### src/hdl/ccp_pkg.sv
// Package with register map, field layout and mode codes of the compare/PWM pair
package ccp_pkg;
    // Register byte addresses on the APB bus
    localparam logic [7:0] CV1_LOW_ADDR = 8'h00;
    localparam logic [7:0] CV1_HIGH_ADDR = 8'h04;
    localparam logic [7:0] UNIT1_CTRL_ADDR = 8'h08;
    localparam logic [7:0] CV2_LOW_ADDR = 8'h0c;
    localparam logic [7:0] CV2_HIGH_ADDR = 8'h10;
    localparam logic [7:0] UNIT2_CTRL_ADDR = 8'h14;
    localparam logic [7:0] CONFIG_ADDR = 8'h18;
    localparam logic [7:0] STATUS_ADDR = 8'h1c;
    // Control register fields
    localparam int MODE_LSB = 0;
    localparam int MODE_MSB = 3;
    localparam int DUTY_FINE_LSB = 4;
    localparam int DUTY_FINE_MSB = 5;
    localparam logic [7:0] CTRL_WRITE_MASK = 8'h3f;
    localparam logic [7:0] CTRL_RESET = 8'h00;
    // Config register fields (timer select per unit, converter enable)
    localparam int CFG_TSEL1_BIT = 0;
    localparam int CFG_TSEL2_BIT = 1;
    localparam int CFG_ADC_EN_BIT = 2;
    localparam logic [7:0] CFG_RESET = 8'h00;
    // Status register fields (match flags, pin levels; write one to clear flags)
    localparam int STAT_FLAG1_BIT = 0;
    localparam int STAT_FLAG2_BIT = 1;
    localparam int STAT_PIN1_BIT = 2;
    localparam int STAT_PIN2_BIT = 3;
    // Mode codes
    localparam logic [3:0] MODE_OFF = 4'h0;
    localparam logic [3:0] MODE_TOGGLE = 4'h2;
    localparam logic [3:0] MODE_SET_HIGH = 4'h8;
    localparam logic [3:0] MODE_SET_LOW = 4'h9;
    localparam logic [3:0] MODE_SOFT_INT = 4'ha;
    localparam logic [3:0] MODE_SPECIAL = 4'hb;
    localparam logic [1:0] MODE_PWM_TOP = 2'b11;
    // Fine bit counter width for the PWM duty extension
    localparam int FINE_BITS = 2;
endpackage : ccp_pkg

### src/hdl/ccp_unit_if.sv
// Interface carrying one unit's configuration in and events out
`timescale 1ns/1ps
`default_nettype none
interface ccp_unit_if;
    logic [7:0] ctrl;       // Unit control register
    logic [15:0] value;     // Compare value (high:low)
    logic [15:0] count;     // Selected timer count
    logic [7:0] period_cnt; // Third timer count
    logic [1:0] fine;       // Fine bits for PWM
    logic period_wrap;      // Third timer wraps this cycle
    logic ctrl_zero_wr;     // Whole control written to zero
    logic match;            // One cycle match event
    logic special;          // Special event trigger pulse
    logic pin;              // Output latch level
    modport top (output ctrl, value, count, period_cnt, fine, period_wrap, ctrl_zero_wr,
                 input match, special, pin);
    modport unit (input ctrl, value, count, period_cnt, fine, period_wrap, ctrl_zero_wr,
                  output match, special, pin);
endinterface : ccp_unit_if
`default_nettype wire
### src/hdl/ccp_compare_pwm_unit.sv
// Top of the compare/PWM pair with APB register access
`timescale 1ns/1ps
`default_nettype none
module ccp_compare_pwm_unit
    import ccp_pkg::*;
(
    input wire logic clk_i,
    input wire logic rst_b_i,
    input wire logic psel_i,
    input wire logic penable_i,
    input wire logic pwrite_i,
    input wire logic [7:0] paddr_i,
    input wire logic [31:0] pwdata_i,
    output logic [31:0] prdata_o,
    output logic pready_o,
    output logic pslverr_o,
    input wire logic [15:0] timer_a_count_i,
    input wire logic [15:0] timer_b_count_i,
    input wire logic [7:0] timer_c_count_i,
    input wire logic [1:0] timer_c_fine_i,
    input wire logic timer_c_wrap_i,
    output logic unit_one_pin_o,
    output logic unit_two_pin_o,
    output logic timer_a_reset_o,
    output logic timer_b_reset_o,
    output logic adc_start_o,
    output logic unit_one_match_flag_o,
    output logic unit_two_match_flag_o
);
    logic [7:0] compare_value_one_low;  // Unit one compare low byte
    logic [7:0] compare_value_one_high; // Unit one compare high byte
    logic [7:0] unit_one_control;       // Unit one control
    logic [7:0] compare_value_two_low;  // Unit two compare low byte
    logic [7:0] compare_value_two_high; // Unit two compare high byte
    logic [7:0] unit_two_control;       // Unit two control
    logic [7:0] config_reg;             // Timer selects and converter enable
    logic flag1_reg;                    // Unit one match flag
    logic flag2_reg;                    // Unit two match flag
    logic wr_en;                        // Write taken this edge
    logic rd_en;                        // Read taken this edge
    logic addr_ok;                      // Address is mapped
    logic [31:0] rd_mux;                // Read data selection
    ccp_unit_if u1 ();
    ccp_unit_if u2 ();

    // Zero-wait APB: access phase always completes
    assign wr_en = psel_i && penable_i && pwrite_i;
    assign rd_en = psel_i && penable_i && !pwrite_i;
    assign addr_ok = (paddr_i == CV1_LOW_ADDR) || (paddr_i == CV1_HIGH_ADDR) ||
                     (paddr_i == UNIT1_CTRL_ADDR) || (paddr_i == CV2_LOW_ADDR) ||
                     (paddr_i == CV2_HIGH_ADDR) || (paddr_i == UNIT2_CTRL_ADDR) ||
                     (paddr_i == CONFIG_ADDR) || (paddr_i == STATUS_ADDR);

    // Register writes; control bits above the mode and duty fields stay zero
    always_ff @(posedge clk_i) begin
        if (!rst_b_i) begin
            compare_value_one_low <= 8'h00;
            compare_value_one_high <= 8'h00;
            unit_one_control <= CTRL_RESET;
            compare_value_two_low <= 8'h00;
            compare_value_two_high <= 8'h00;
            unit_two_control <= CTRL_RESET;
            config_reg <= CFG_RESET;
        end else if (wr_en) begin
            unique case (paddr_i)
                CV1_LOW_ADDR: compare_value_one_low <= pwdata_i[7:0];
                CV1_HIGH_ADDR: begin
                    // High byte is read-only while PWM mode is selected; the duty comes from the low byte
                    if (unit_one_control[MODE_MSB:MODE_MSB-1] != MODE_PWM_TOP) begin
                        compare_value_one_high <= pwdata_i[7:0];
                    end
                end
                UNIT1_CTRL_ADDR: unit_one_control <= pwdata_i[7:0] & CTRL_WRITE_MASK;
                CV2_LOW_ADDR: compare_value_two_low <= pwdata_i[7:0];
                CV2_HIGH_ADDR: begin
                    if (unit_two_control[MODE_MSB:MODE_MSB-1] != MODE_PWM_TOP) begin
                        compare_value_two_high <= pwdata_i[7:0];
                    end
                end
                UNIT2_CTRL_ADDR: unit_two_control <= pwdata_i[7:0] & CTRL_WRITE_MASK;
                CONFIG_ADDR: config_reg <= pwdata_i[7:0] & 8'h07;
                default: config_reg <= config_reg;
            endcase
        end
    end

    // Unit wiring
    assign u1.ctrl = unit_one_control;
    assign u1.value = {compare_value_one_high, compare_value_one_low};
    assign u1.count = config_reg[CFG_TSEL1_BIT] ? timer_b_count_i : timer_a_count_i;
    assign u1.period_cnt = timer_c_count_i;
    assign u1.fine = timer_c_fine_i;
    assign u1.period_wrap = timer_c_wrap_i;
    assign u1.ctrl_zero_wr = wr_en && (paddr_i == UNIT1_CTRL_ADDR) &&
                             ((pwdata_i[7:0] & CTRL_WRITE_MASK) == 8'h00);
    assign u2.ctrl = unit_two_control;
    assign u2.value = {compare_value_two_high, compare_value_two_low};
    assign u2.count = config_reg[CFG_TSEL2_BIT] ? timer_b_count_i : timer_a_count_i;
    assign u2.period_cnt = timer_c_count_i;
    assign u2.fine = timer_c_fine_i;
    assign u2.period_wrap = timer_c_wrap_i;
    assign u2.ctrl_zero_wr = wr_en && (paddr_i == UNIT2_CTRL_ADDR) &&
                             ((pwdata_i[7:0] & CTRL_WRITE_MASK) == 8'h00);

    ccp_unit unit_one (
        .clk_i(clk_i),
        .rst_b_i(rst_b_i),
        .u(u1)
    );
    ccp_unit unit_two (
        .clk_i(clk_i),
        .rst_b_i(rst_b_i),
        .u(u2)
    );

    // Match flags: hardware set wins over a write-one clear in the same cycle
    always_ff @(posedge clk_i) begin
        if (!rst_b_i) begin
            flag1_reg <= 1'b0;
            flag2_reg <= 1'b0;
        end else begin
            if (u1.match) begin
                flag1_reg <= 1'b1;
            end else if (wr_en && paddr_i == STATUS_ADDR && pwdata_i[STAT_FLAG1_BIT]) begin
                flag1_reg <= 1'b0;
            end
            if (u2.match) begin
                flag2_reg <= 1'b1;
            end else if (wr_en && paddr_i == STATUS_ADDR && pwdata_i[STAT_FLAG2_BIT]) begin
                flag2_reg <= 1'b0;
            end
        end
    end

    // Timer reset and converter start pulses; these are a separate path from
    // timer overflow, so the timer's own flag is never raised by them
    always_ff @(posedge clk_i) begin
        if (!rst_b_i) begin
            timer_a_reset_o <= 1'b0;
            timer_b_reset_o <= 1'b0;
            adc_start_o <= 1'b0;
        end else begin
            timer_a_reset_o <= (u1.special && !config_reg[CFG_TSEL1_BIT]) ||
                               (u2.special && !config_reg[CFG_TSEL2_BIT]);
            timer_b_reset_o <= (u1.special && config_reg[CFG_TSEL1_BIT]) ||
                               (u2.special && config_reg[CFG_TSEL2_BIT]);
            adc_start_o <= u2.special && config_reg[CFG_ADC_EN_BIT];
        end
    end

    // Pins and flags mirrored onto registered outputs
    always_ff @(posedge clk_i) begin
        if (!rst_b_i) begin
            unit_one_pin_o <= 1'b0;
            unit_two_pin_o <= 1'b0;
            unit_one_match_flag_o <= 1'b0;
            unit_two_match_flag_o <= 1'b0;
        end else begin
            unit_one_pin_o <= u1.pin;
            unit_two_pin_o <= u2.pin;
            unit_one_match_flag_o <= flag1_reg;
            unit_two_match_flag_o <= flag2_reg;
        end
    end

    // Read data selection
    always_comb begin
        rd_mux = 32'h0000_0000;
        unique case (paddr_i)
            CV1_LOW_ADDR: rd_mux[7:0] = compare_value_one_low;
            CV1_HIGH_ADDR: rd_mux[7:0] = compare_value_one_high;
            UNIT1_CTRL_ADDR: rd_mux[7:0] = unit_one_control;
            CV2_LOW_ADDR: rd_mux[7:0] = compare_value_two_low;
            CV2_HIGH_ADDR: rd_mux[7:0] = compare_value_two_high;
            UNIT2_CTRL_ADDR: rd_mux[7:0] = unit_two_control;
            CONFIG_ADDR: rd_mux[7:0] = config_reg;
            STATUS_ADDR: rd_mux[3:0] = {u2.pin, u1.pin, flag2_reg, flag1_reg};
            default: rd_mux = 32'h0000_0000;
        endcase
    end

    // APB answer registered: pready is high in the access phase's first cycle
    always_ff @(posedge clk_i) begin
        if (!rst_b_i) begin
            pready_o <= 1'b0;
            pslverr_o <= 1'b0;
            prdata_o <= 32'h0000_0000;
        end else begin
            pready_o <= psel_i && !penable_i;
            pslverr_o <= psel_i && !penable_i && !addr_ok;
            if (psel_i && !penable_i && !pwrite_i) begin
                prdata_o <= rd_mux;
            end
        end
    end
endmodule : ccp_compare_pwm_unit
`default_nettype wire

### src/hdl/ccp_unit.sv
// One compare/PWM unit: match detect, pin action, PWM latch
`timescale 1ns/1ps
`default_nettype none
module ccp_unit
    import ccp_pkg::*;
(
    input wire logic clk_i,
    input wire logic rst_b_i,
    ccp_unit_if.unit u
);
    logic [3:0] mode;          // Mode bits of this unit
    logic eq_now;              // Count equals compare value
    logic eq_reg;              // Equality seen last cycle
    logic is_pwm;              // PWM selected
    logic is_compare;          // Compare mode selected
    logic [9:0] duty_reg;      // Latched PWM duty
    logic [9:0] duty_next;     // Duty staged by software
    logic [9:0] pwm_count;     // Third timer count with fine bits
    logic prev_pwm;            // PWM mode last cycle
    logic [3:0] prev_mode;     // Mode bits last cycle, to notice a mode change

    assign mode = u.ctrl[MODE_MSB:MODE_LSB];
    assign is_pwm = (mode[3:2] == MODE_PWM_TOP);
    assign is_compare = (mode == MODE_TOGGLE) || (mode == MODE_SET_HIGH) ||
                        (mode == MODE_SET_LOW) || (mode == MODE_SOFT_INT) ||
                        (mode == MODE_SPECIAL);
    assign eq_now = (u.count == u.value);
    assign duty_next = {u.value[7:0], u.ctrl[DUTY_FINE_MSB:DUTY_FINE_LSB]};
    assign pwm_count = {u.period_cnt, u.fine};

    // Equality history so a held count matches only once
    always_ff @(posedge clk_i) begin
        if (!rst_b_i) begin
            eq_reg <= 1'b0;
        end else begin
            eq_reg <= eq_now;
        end
    end

    // Match pulse on the first equal cycle only
    always_ff @(posedge clk_i) begin
        if (!rst_b_i) begin
            u.match <= 1'b0;
            u.special <= 1'b0;
        end else begin
            u.match <= is_compare && eq_now && !eq_reg;
            u.special <= (mode == MODE_SPECIAL) && eq_now && !eq_reg;
        end
    end

    // PWM and mode history, to notice entry to PWM or to a drive mode
    always_ff @(posedge clk_i) begin
        if (!rst_b_i) begin
            prev_pwm <= 1'b0;
            prev_mode <= MODE_OFF;
        end else begin
            prev_pwm <= is_pwm;
            prev_mode <= mode;
        end
    end

    // Double-buffered duty, reloaded at each period wrap
    always_ff @(posedge clk_i) begin
        if (!rst_b_i) begin
            duty_reg <= 10'h000;
        end else if (is_pwm && (u.period_wrap || !prev_pwm)) begin
            duty_reg <= duty_next;
        end
    end

    // Output latch; a match acts in the same cycle as the flag is raised
    always_ff @(posedge clk_i) begin
        if (!rst_b_i) begin
            u.pin <= 1'b0;
        end else if (u.ctrl_zero_wr || mode == MODE_OFF) begin
            u.pin <= 1'b0;
        end else if (is_pwm) begin
            if (u.period_wrap) begin
                u.pin <= (duty_next != 10'h000);
            end else if (pwm_count == duty_reg) begin
                u.pin <= 1'b0;
            end
        end else if (u.match) begin
            // Registered match keeps the pin action on the flag's edge
            unique case (mode)
                MODE_TOGGLE: u.pin <= ~u.pin;
                MODE_SET_HIGH: u.pin <= 1'b1;
                MODE_SET_LOW: u.pin <= 1'b0;
                default: u.pin <= u.pin;
            endcase
        end else if (mode != prev_mode && (mode == MODE_SET_HIGH || mode == MODE_SET_LOW)) begin
            // Entering a drive mode sets the opposite starting level
            u.pin <= (mode == MODE_SET_LOW);
        end
    end
endmodule : ccp_unit
`default_nettype wire

### config.mk
export PLATFORM = sky130hd
export DESIGN_NAME = ccp_compare_pwm_unit
export DESIGN_NICKNAME = d
export VERILOG_FILES = /design/src/hdl/ccp_pkg.sv /design/src/hdl/ccp_unit_if.sv /design/src/hdl/ccp_compare_pwm_unit.sv /design/src/hdl/ccp_unit.sv
export SDC_FILE = /design/constraint.sdc
export NUM_CORES = 1
export LEC_CHECK = 0
export ABC_AREA = 0
export BUFFER_PORTS_ARGS = -buffer_cell sky130_fd_sc_hd__buf_2
export CAP_MARGIN = 20
export CORE_MARGIN = 3
export CORE_UTILIZATION = 45
export DETAILED_ROUTE_END_ITERATION = 8
export PLACE_DENSITY_LB_ADDON = 0.08
export SYNTH_ARGS = -nofsm -noshare
export SYNTH_HDL_FRONTEND = slang
export SYNTH_SLANG_ARGS = --single-unit
### constraint.sdc
create_clock -name clk_i -period 1.9 [get_ports clk_i]
set_input_delay 0.38 -clock clk_i [delete_from_list [all_inputs] [get_ports clk_i]]
set_output_delay 0.38 -clock clk_i [all_outputs]
set_load 0.005 [all_outputs]
Yosys cells after proc, flatten, opt, wreduce, memory -nomap -nowiden:

Index checks and enable logic that the tools add are counted.

* register bits after elaboration: 104
* bits of input ports: 88
* word-level logic and storage cells: 169

* equal/unequal tests: 31
* mux-type cells: 20
* bitwise operators: 3
* reduce and logical (&&, ||, !) cells: 82

Operator list (number)
* $eq 16x16->1: 2
* $eq 4x4->1 const B: 8
* $eq 8x5->1 const B: 4
* $mux 16: 2
* $pmux 4 s8: 1
* $logic_and 1x1->1: 29
* $pmux 4 s6: 1
* $logic_or 1x1->1: 23
* $eq 10x10->1: 2
* $reduce_bool 10->1: 2
* $eq 8x4->1 const B: 2
* $logic_not 8->1: 2
* $mux 1: 14
* $reduce_and 3->1: 4
* $ne 5x5->1 const B: 2
* $reduce_and 2->1: 5
* $logic_not 1->1: 9
* $eq 4x2->1 const B: 2
* $eq 8x3->1 const B: 1
* $logic_not 4->1: 2
* $ne 4x4->1: 2
* $ne 3x3->1 const B: 2
* $pmux 1 s3: 2
* $reduce_bool 3->1: 2
* other kinds (5): 11

Depth between registers and ports, before layout:

Gate-level depths: netlist of run 1.

* depth after elaboration: 10
* mapped depth: 7
* gate-level depth less buffers: 5

By module:

From an unflattened synthesis of run 1, not the netlist that was laid out.

* cells, all modules: 591
* area total of the unflattened synthesis: 5575.3 µm²

Modules (own cells, without submodules)
* ccp_compare_pwm_unit: instances 1, cells each 351, area an instance 3375.7 µm², sequential area each 1321.3 µm²
* ccp_unit: instances 2, cells each 120, area an instance 1099.8 µm², sequential area each 380.4 µm²

Least setup slack after synthesis of run 1:

OpenSTA, ideal clock, no wires.

* kind: input port to flip-flop
* start point: input port paddr_i[5]
* end point: register unit_one.u.pin
* library setup time: 128 ps
* arrival: 1669 ps
* required time: 1772 ps
* setup slack: 103 ps
* cell stages on the path: 6
* cells stage by stage: or3_4 > nor3b_2 > and4b_1 > buf_2 > nor4b_1 > a31oi_1

* longest elaborated chain between the ends: 5

RTL lines
* from (decl): RTL line ccp_compare_pwm_unit.sv:12 `input wire logic [7:0] paddr_i,`
* $eq 8x4->1: RTL line ccp_compare_pwm_unit.sv:94 `assign u1.ctrl_zero_wr = wr_en && (paddr_i == UNIT1_CTRL_ADDR) &&`
* $logic_and 1x1->1 (2 in series): RTL line ccp_compare_pwm_unit.sv:94
* $logic_or 1x1->1: RTL line ccp_unit.sv:75 `end else if (u.ctrl_zero_wr || mode == MODE_OFF) begin`
* $reduce_or 2->1 (no source line)
* to (signal assigned): RTL line ccp_unit.sv:79 `u.pin <= (duty_next != 10'h000);`
* to (signal assigned): RTL line ccp_unit.sv:86 `MODE_TOGGLE: u.pin <= ~u.pin;`
* to (signal assigned): RTL line ccp_unit.sv:89 `default: u.pin <= u.pin;`
* to (decl): RTL line ccp_unit_if.sv:18 `output match, special, pin);`

No other way between the ends.
A chain may end at the register's enable or synchronous reset.

Worst setup path in the final report of run 1:

* start point: register config_reg[0]
* end point: register unit_one.u.match

* longest elaborated chain between the ends: 4

RTL lines
* from (decl): RTL line ccp_compare_pwm_unit.sv:36 `logic [7:0] config_reg;`
* from (signal assigned): RTL line ccp_compare_pwm_unit.sv:81 `CONFIG_ADDR: config_reg <= pwdata_i[7:0] & 8'h07;`
* from (signal assigned): RTL line ccp_compare_pwm_unit.sv:82 `default: config_reg <= config_reg;`
* $mux 16: RTL line ccp_compare_pwm_unit.sv:90 `assign u1.count = config_reg[CFG_TSEL1_BIT] ? timer_b_count_i : timer_a_count_i;`
* $eq 16x16->1: RTL line ccp_unit.sv:27 `assign eq_now = (u.count == u.value);`
* $logic_and 1x1->1 (2 in series): RTL line ccp_unit.sv:46 `u.match <= is_compare && eq_now && !eq_reg;`
* to (signal assigned): RTL line ccp_unit.sv:46
* to (decl): RTL line ccp_unit_if.sv:18

No other way between the ends.

==> results of run 1 <==
[power breakdown]
group          switching [mW]  internal [mW]  leakage, nW
clock                   0.783           1.16        0.159
combinational           0.222          0.156         1.60
sequential            0.00107           2.18        0.838
total                    1.01           3.50         2.60
[per-layer routing]
layer / part of all wire (%) / wire (um)
met1: 46 / 7340
met2: 46 / 7350
met3: 7.2 / 1160
met4: 1.4 / 218
met5: 0 / 0
[Yosys cell counts (3+ instances only)]
cell type	instances
nand4b_1	3
inv_1	5
a22o_1	3
buf_2	10
nand3b_1	5
mux4_2	4
o21ai_0	8
o2bb2ai_1	3
mux2i_1	102
mux2_2	3
a21oi_1	23
nor3_1	14
clkbuf_1	25
xor2_1	21
nand4_1	3
nand2_1	19
nor3b_1	3
nand2b_1	4
dfxtp_1	104
nor2_1	86
nor4_1	16
nand3_1	17
xnor2_1	28
and2_1	11
a221oi_1	3
buf_4	26
a22oi_1	5
and3_1	4
[placed cells by master (no fill, tap or decap), types with 17 or more instances in the layout]
cell	Yosys	layout
xnor2_1	28	28
nor2_1	86	86
nand3_1	17	17
buf_2	10	80
conb_1	1	24
a21oi_1	23	23
mux2i_1	102	94
buf_4	26	40
dfxtp_1	104	103
nand2_1	19	19
xor2_1	21	21
[worst paths after layout]
check / cells after the start / endpoint / startpoint / slack [ns]
worst max-delay path: 7 / unit_one.u.match / config_reg[0] / 0.03
worst max register to register: 7 / unit_one.u.match / config_reg[0] / 0.03
worst min register to register: 2 / prdata_o[2] / prdata_o[2] / 0.46
worst min-delay path: 2 / pready_o / penable_i / 0.22
[stage by stage]
| stage | area (um2) | hold WS (ns) | instances |
|---|---|---|---|
| floorplan | 5550 | 0.448 | 616 |
| global placement | 6240 | 0.445 | 824 |
| detailed placement | 6240 | 0.448 | 824 |
| CTS | 6560 | 0.214 | 840 |
| global route | 6690 | 0.217 | 842 |
| finish | 6690 | 0.219 | 842 |
[critical path, delay by kind of cell (launching register included)]
family / cells / cell delay (ns)
and+or+nand+nor: 3 / 0.68
DFF: 1 / 0.39
xor gates and xnor gates: 1 / 0.09
buffers and inverters: 2 / 0.40
muxes: 1 / 0.24
[timing repair]
| action | CTS | global route |
|---|---|---|
| cloned | 0 | 1 |
| hold buffers | 0 | 0 |
| setup endpoints to repair | 2 | 3 |
| buffers inserted | 0 | 1 |
| pin swaps | 2 | 9 |
| gates resized for setup | 2 | 17 |
[final cells by class]
cell class | instances | area [um2] | area share [%]
Multi-Input combinational cell | 444 | 3190 | 47.7
Sequential cell | 104 | 2090 | 31.2
Timing Repair Buffer | 130 | 897 | 13.4
Clock buffer | 14 | 284 | 4.25
Tap cell | 143 | 179 | 2.68
Clock inverter | 2 | 35.0 | 0.524
Inverter | 5 | 18.8 | 0.281
[logic make-up after synthesis]
| family | count (synthesis) | synth area share (%) |
|---|---|---|
| xor gates and xnor gates | 49 | 7.86 |
| muxes | 109 | 21.0 |
| and+or+nand+nor | 200 | 18.8 |
| AOI/OAI and AO/OA | 62 | 7.52 |
| buffers and inverters | 68 | 6.69 |
| other | 1 | 0.0687 |
| DFF | 104 | 38.1 |
==> qor.csv, run 1 <==
stage;metric;value;unit
outcome;status;complete, no violations;
synthesis;Synth area leaders;dfxtp_1 38%, mux2i_1 19%, nor2_1 5.9%;
pwr;peak supply drop;0.550;mV
routing;drt drc;0;
finish;NumNets Final;782;
routing;vias post-DR;4662;
finish;final design utilization;57.6;%
floorplanning;DIE AREA;13500;um2
worst_setup_path;Slowest cell on crit path;dfxtp_4;
finish;number of antenna diodes;0;
routing;DRT iter0 DRCs;329;
clocking;Clock transition at path regs;0.07;ns
timing;final setup fails;0;
synthesis;area of the mapped netlist;5460;um2
timing;FMAX;534;MHz
grt;met2 usage;37.4;%
synthesis;Main synth FF type;dfxtp_1;
clocking;clk buf depth;2;
routing;vias per cell;5.54;
synthesis;post-synth cell types;56;
grt;first-pass GRT wire length;24400;um
timing;final worst setup slack;0.0259;ns
finish;P&R area growth vs syn;22.4;%
synthesis;share of flip-flops with an asynchronous set or reset;0;%
synthesis;Yosys top cell by area;dfxtp_1;
clocking;Worst-Skew Late Latency;0.35;ns
synthesis;post-synthesis sequential area ratio;38.1;%
synthesis;Ys Warns;0;
floorplanning;DIE HEIGHT;116;um
routing;Avg WL per Cell;19.1;um
clocking;Root Buffer;clkbuf_16;
place;DP Wirelength;12200;um
timing;Final Hold Vio Count;0;
pwr;leakage power;2.60;nW
pwr;overall power;4.51;mW
pwr;PwrDens;674;nW/um2
timing;Slew Viols, Final;0;
place;Place WS;-0.102;ns
grt;pin count of the biggest net entering global routing;52;
floorplanning;Die Width;116;um
place;IO Port Bufs;80;
worst_setup_path;worst path cell trace;clkbuf_16 -> mux2i_4 -> xnor2_1 -> nor4_1 -> nand4_1 -> buf_4 -> nor3_2;
worst_setup_path;Setup crit end kind;register;
grt;GRT Total Usage;24.1;%
clocking;CTS tree;yes;
finish;fraction of layout cells with a size suffix above 1;24.6;%
floorplanning;Initial Util;47.0;%
synthesis;synthesized instance count;593;
worst_setup_path;critical-path maximum fanout;7;
synthesis;share of the synthesized area in the top cell type;38.1;%
clocking;htree depth;3;
grt;GRT busiest layer;met2;
timing;RSZ-0062 raised after global routing;true;
floorplanning;# rows;39;
worst_setup_path;Required @ worst endpoint;2.18;ns
clocking;CTS Buf Count;9;
synthesis;number of synthesized flops with an enable pin;0;
routing;Pre-antenna DRT Iters;5;
synthesis;FF+latch count, synth;104;
grt;GRT met3 Usage;7.15;%
finish;Fill cells;1047;
clocking;CTS Sinks;104;
routing;Detailed Route WL;16100;um
job;Max Cap Violations;0;
hold_path;hold crit path type;input port to register;
grt;grt ovf;0;
grt;initial antenna violation count;0;
place;Placer Congestion;0.884;
timing;skew final;0.00563;ns
floorplanning;core area;11600;um2
grt;met1 Usage GRT;33.2;%
worst_setup_path;crit path kind;register to register;
worst_setup_path;Worst EP arrival;2.16;ns
timing;Sum Neg Setup Slack;0;ns
grt;vias in the first global route;4412;
worst_setup_path;crit-path max cell delay;0.39;ns
synthesis;Avg Cell Area, Syn;9.21;um2
timing;Final Cycle Share;98.6;%
floorplanning;IO Pins;129;
worst_setup_path;Worst Setup Start Kind;register;
timing;crit path time final;1.87;ns
routing;final antenna-violating net count;0;
(Power assumes the default switching activity.)
==> run 2: changes to the inputs <==
==> constraint.sdc (replaced) <==
create_clock -name clk_i -period 2.1 [get_ports clk_i]
set_input_delay 0.42 -clock clk_i [delete_from_list [all_inputs] [get_ports clk_i]]
set_output_delay 0.42 -clock clk_i [all_outputs]
set_load 0.005 [all_outputs]
==> run 2 against run 1 <==
First-iteration DRC count decreased by 4.6%. Combinational power down 15%. Setup slack better by 0.060 ns. Critical path depth unchanged. Clock skew is 0.0020 ns higher. Highest routed layer unchanged. Worst hold slack improved by 0.055 ns.
==> qor.csv, run 2 (synthesis results as in run 1) <==
stage;metric;value;unit
outcome;status;complete, no violations;
finish;NumNets Final;768;
place;IO Port Bufs;80;
grt;met1 Usage GRT;34.3;%
finish;footprint of the multi-input gates;3110;um2
worst_setup_path;critical-path maximum fanout;19;
worst_setup_path;Setup crit end kind;register;
grt;GRT met3 Usage;3.47;%
routing;Pre-antenna DRT Iters;4;
floorplanning;Die Width;116;um
worst_setup_path;Slowest cell on crit path;dfxtp_1;
routing;Detailed Route WL;15900;um
worst_setup_path;Critical path buffers and inverters;2;
pwr;combinational power share;8.2;%
clocking;CTS Buf Count;9;
floorplanning;# rows;39;
routing;vias per cell;5.64;
clocking;Clock transition at path regs;0.07;ns
timing;final worst setup slack;0.0855;ns
pwr;leakage power;2.47;nW
hold_path;hold crit path type;input port to register;
grt;first-pass GRT wire length;24500;um
grt;GRT busiest layer;met2;
finish;most frequent cells in the layout;104 x dfxtp_1, 102 x mux2i_1, 86 x nor2_1;
floorplanning;core area;11600;um2
pwr;Psw;0.930;mW
routing;vias post-DR;4668;
timing;Slew Viols, Final;0;
timing;Final Hold Vio Count;0;
grt;vias in the first global route;4340;
grt;pin count of the biggest net entering global routing;52;
clocking;CTS tree;yes;
place;Place WS;0.0281;ns
timing;crit path time final;2.01;ns
timing;Sum Neg Setup Slack;0;ns
finish;register area;2080;um2
worst_setup_path;crit-path max cell delay;0.38;ns
routing;final antenna-violating net count;0;
worst_setup_path;delay-heaviest family, CP;simple AND/OR/NAND/NOR gates;
clocking;htree depth;3;
floorplanning;DIE HEIGHT;116;um
worst_setup_path;crit path kind;register to register;
grt;grt ovf;0;
pwr;Sw Share;23.7;%
grt;GRT Total Usage;23.9;%
worst_setup_path;Worst Setup Start Kind;register;
timing;normalized max-slew margin;64.0;%
clocking;CTS Sinks;104;
worst_setup_path;worst path cell trace;buf_12 -> mux2i_1 -> xnor2_1 -> nor4_1 -> nand2_1 -> nor4_2 -> buf_4;
finish;fraction of layout cells with a size suffix above 1;21.1;%
routing;Avg WL per Cell;19.3;um
timing;Final Cycle Share;95.9;%
grt;met2 usage;36.8;%
floorplanning;Initial Util;47.0;%
place;Placer Congestion;0.866;
clocking;Worst-Skew Late Latency;0.35;ns
pwr;Pint;3.00;mW
timing;FMAX;496;MHz
pwr;Sequential Power Share;50.2;%
pwr;power share of the clock group;41.6;%
worst_setup_path;Worst EP arrival;2.31;ns
finish;commonest non-fill, non-tap cell in the layout;dfxtp_1;
floorplanning;DIE AREA;13500;um2
finish;final design utilization;55.2;%
finish;Fill cells;1101;
finish;number of antenna diodes;0;
grt;initial antenna violation count;0;
floorplanning;IO Pins;129;
job;Max Cap Violations;0;
timing;Worst-Margin Slew;0.533;ns
pwr;peak supply drop;0.417;mV
routing;drt drc;0;
routing;DRT iter0 DRCs;314;
finish;P&R area growth vs syn;17.5;%
clocking;Root Buffer;clkbuf_16;
place;DP Wirelength;12000;um
clocking;clk buf depth;2;
clocking;cts hold-fix bufs;0;
timing;skew final;0.00760;ns
pwr;PwrDens;612;nW/um2
worst_setup_path;Required @ worst endpoint;2.39;ns
timing;final setup fails;0;
run 2: changes by cell type in the layout (fill, tap and decap cells not counted), sizes merged:
cell	before	now
clkbuf	15	13
bufinv	1	0
clkinv	1	2
buf	129	116
run 2: path summary, 6_finish.rpt:
| kind | startpoint | to | slack, ns | depth (start not counted) |
|---|---|---|---|---|
| worst max-delay path | config_reg[0] | unit_one.u.special | 0.09 | 7 |
| worst min-delay path | penable_i | pready_o | 0.27 | 2 |
| worst max register to register | config_reg[0] | unit_one.u.special | 0.09 | 7 |
| worst min register to register | prdata_o[4] | prdata_o[4] | 0.46 | 2 |
run 2: cell type report:
type,count,share of cell area [%]
multi-input cells,444,48.4
flip-flops and latches,104,32.5
repair buffers,116,11.6
clock buffers,13,4.21
well taps,143,2.79
inverters,5,0.293
clock inverters,2,0.215
run 2: routing by layer:
metal | vias to the layer above | wire [um] | share of wire, %
met5 | - | 0 | 0
met4 | 0 | 363 | 2.3
met1 | 2261 | 7480 | 47
li1 | 2215 | - | -
met2 | 172 | 7180 | 45
met3 | 20 | 915 | 5.7
run 2: through the flow:
| step | total power, mW | hold slack (ns) | cell area (um2) | std cells |
|---|---|---|---|---|
| after floorplan | 2.21 | 0.448 | 5550 | 616 |
| after global placement | 2.33 | 0.443 | 6120 | 811 |
| after detailed placement | 2.34 | 0.448 | 6120 | 811 |
| after CTS | 3.95 | 0.262 | 6400 | 826 |
| after global routing | 4.05 | 0.271 | 6410 | 827 |
| final | 3.93 | 0.274 | 6410 | 827 |
run 2: timing repair:
| item | CTS | global route |
|---|---|---|
| hold endpoints to repair | 0 | 0 |
| setup buffers | 0 | 1 |
| gates resized for setup | 0 | 1 |
| setup endpoints to repair | 0 | 1 |
run 2: power by group through the flow:
stage               combinational [mW]  sequential, mW  clock, mW
CTS                              0.319            1.97       1.66
global placement                 0.312            2.02          0
detailed placement               0.318            2.02          0
floorplan                        0.192            2.02          0
finish                           0.322            1.97       1.63
global route                     0.352            1.97       1.73
==> run 3: changes to the inputs <==
==> constraint.sdc (replaced) <==
create_clock -name clk_i -period 2.5 [get_ports clk_i]
set_input_delay 0.5 -clock clk_i [delete_from_list [all_inputs] [get_ports clk_i]]
set_output_delay 0.5 -clock clk_i [all_outputs]
set_load 0.005 [all_outputs]
==> run 3 against run 2 <==
Total power shrank 12%. Setup slack improved by 0.17 ns. Cell count is 1.2% lower. Via count decreased by 2.3%. Non-clock buffer count shrank 11. Die area is the same. Clock skew is 0.0036 ns higher. Sequential power shrank 16%. Clock-buffer cell count down 4. Combinational power shrank 20%.
==> qor.csv, run 3 (synthesis results as in run 1) <==
stage;metric;value;unit
outcome;status;complete, no violations;
worst_setup_path;most used cell, CP;buf_4;
pwr;Sequential Power Share;47.9;%
routing;drt drc;0;
pwr;Sw Share;23.5;%
clocking;cts hold-fix bufs;0;
pwr;Pint;2.65;mW
finish;number of antenna diodes;0;
floorplanning;DIE HEIGHT;116;um
grt;first-pass GRT wire length;23800;um
place;DP Wirelength;11700;um
clocking;CTS Sinks;104;
routing;Detailed Route WL;15300;um
clocking;clk buf depth;2;
clocking;Worst-Skew Late Latency;0.36;ns
routing;final antenna-violating net count;0;
pwr;peak supply drop;0.379;mV
worst_setup_path;Worst EP arrival;2.54;ns
worst_setup_path;crit-path max cell delay;0.41;ns
worst_setup_path;Setup crit end;unit_one.u.special;
timing;hold slack;0.342;ns
worst_setup_path;critical-path maximum fanout;14;
timing;final setup fails;0;
worst_setup_path;crit path launch;config_reg[0];
clocking;CTS Buf Count;9;
grt;grt ovf;0;
worst_setup_path;Setup crit end kind;register;
worst_setup_path;FF-to-FF End;unit_one.u.special;
timing;Sum Neg Setup Slack;0;ns
floorplanning;DIE AREA;13500;um2
floorplanning;Die Width;116;um
routing;DRT iter0 DRCs;407;
routing;Avg WL per Cell;18.7;um
worst_setup_path;Required @ worst endpoint;2.80;ns
worst_setup_path;worst path cell trace;buf_4 -> mux2i_1 -> xnor2_1 -> nor4_1 -> nand4_1 -> nor4_2 -> buf_4;
clocking;post-CTS setup buffer count;0;
clocking;Clock transition at path regs;0.07;ns
worst_setup_path;Slowest cell on crit path;nor4_2;
place;IO Port Bufs;80;
grt;GRT Total Usage;23.4;%
clocking;CTS tree;yes;
worst_setup_path;crit path kind;register to register;
pwr;leakage power;2.42;nW
timing;skew final;0.0113;ns
floorplanning;core area;11600;um2
worst_setup_path;Worst Setup Start Kind;register;
timing;normalized max-slew margin;61.2;%
timing;Final Cycle Share;89.6;%
pwr;Psw;0.814;mW
finish;fraction of layout cells with a size suffix above 1;20.0;%
routing;vias post-DR;4562;
finish;Non-Filler Instances;817;
worst_setup_path;R2R cell count;7;
routing;vias per cell;5.58;
worst_setup_path;FF-to-FF Start;config_reg[0];
clocking;Root Buffer;clkbuf_16;
finish;final design utilization;54.3;%
floorplanning;# rows;39;
timing;FMAX;446;MHz
finish;P&R area growth vs syn;15.4;%
finish;most frequent cells in the layout;104 x dfxtp_1, 102 x mux2i_1, 86 x nor2_1;
pwr;power share of the clock group;44.7;%
grt;initial antenna violation count;0;
timing;Final Hold Vio Count;0;
grt;pin count of the biggest net entering global routing;37;
place;placed cell count;801;
grt;vias in the first global route;4330;
place;Placer Congestion;0.874;
finish;NumNets Final;757;
floorplanning;IO Pins;129;
hold_path;hold crit path type;input port to register;
timing;Worst-Margin Slew;0.574;ns
finish;commonest non-fill, non-tap cell in the layout;dfxtp_1;
clocking;htree depth;3;
timing;Slew Viols, Final;0;
pwr;combinational power share;7.4;%
routing;Pre-antenna DRT Iters;4;
timing;RSZ-0062 raised after global routing;false;
job;Max Cap Violations;0;
timing;crit path time final;2.24;ns
pwr;PwrDens;549;nW/um2
floorplanning;Initial Util;47.0;%
worst_setup_path;Worst R2R Setup Slack;0.26;ns
-- run 3: final cells by class --
class / count / area [um2]
fill: 1081 / 5310
timing repair buffer: 105 / 588
clock inverter: 7 / 105
multi-input combinational: 444 / 3110
tap: 143 / 179
inverter: 5 / 18.8
clock buffer: 9 / 225
sequential: 104 / 2080
-- run 3: worst min-delay path by stage --
stage	from	end	slack (ns)	depth (start not counted)
after global placement	prdata_o[4]	prdata_o[4]	0.45	2
after CTS	penable_i	pready_o	0.33	2
after global routing	penable_i	pready_o	0.35	2
final	penable_i	pready_o	0.34	2
after detailed placement	prdata_o[2]	prdata_o[2]	0.46	2
after floorplan	flag1_reg	unit_one_match_flag_o	0.45	1
-- run 3: worst max-delay path: cells and delay by family (launching register included) --
| family | cells | cell delay, ns |
|---|---|---|
| muxes | 1 | 0.27 |
| xor gates and xnor gates | 1 | 0.10 |
| DFF | 1 | 0.34 |
| and+or+nand+nor | 3 | 1.00 |
| buffers and inverters | 2 | 0.45 |
-- run 3: stage by stage --
step | power (mW) | setup slack, ns | area (um2)
CTS | 3.49 | 0.275 | 6300
floorplan | 1.86 | 0.583 | 5550
global route | 3.57 | 0.102 | 6300
global placement | 1.95 | 0.274 | 5970
finish | 3.46 | 0.260 | 6300
detailed placement | 1.95 | 0.259 | 5970
-- run 3: what timing repair did --
action / in CTS / in global routing
gates resized for setup: 0 / 1
setup endpoints to repair: 0 / 1
hold endpoints to repair: 0 / 0
-- run 3: routing by layer --
metal | GRT usage (%) | routed length [um]
met1 | 33.1 | 7190
met2 | 35.7 | 6700
met3 | 5.23 | 1060
met4 | 7.35 | 350
met5 | 0 | 0
-- run 3: power groups by stage --
stage	clock network [mW]	logic (mW)	registers (mW)
floorplan	0	0.161	1.70
global placement	0	0.251	1.70
detailed placement	0	0.254	1.70
CTS	1.57	0.255	1.66
global route	1.63	0.283	1.66
finish	1.55	0.256	1.66
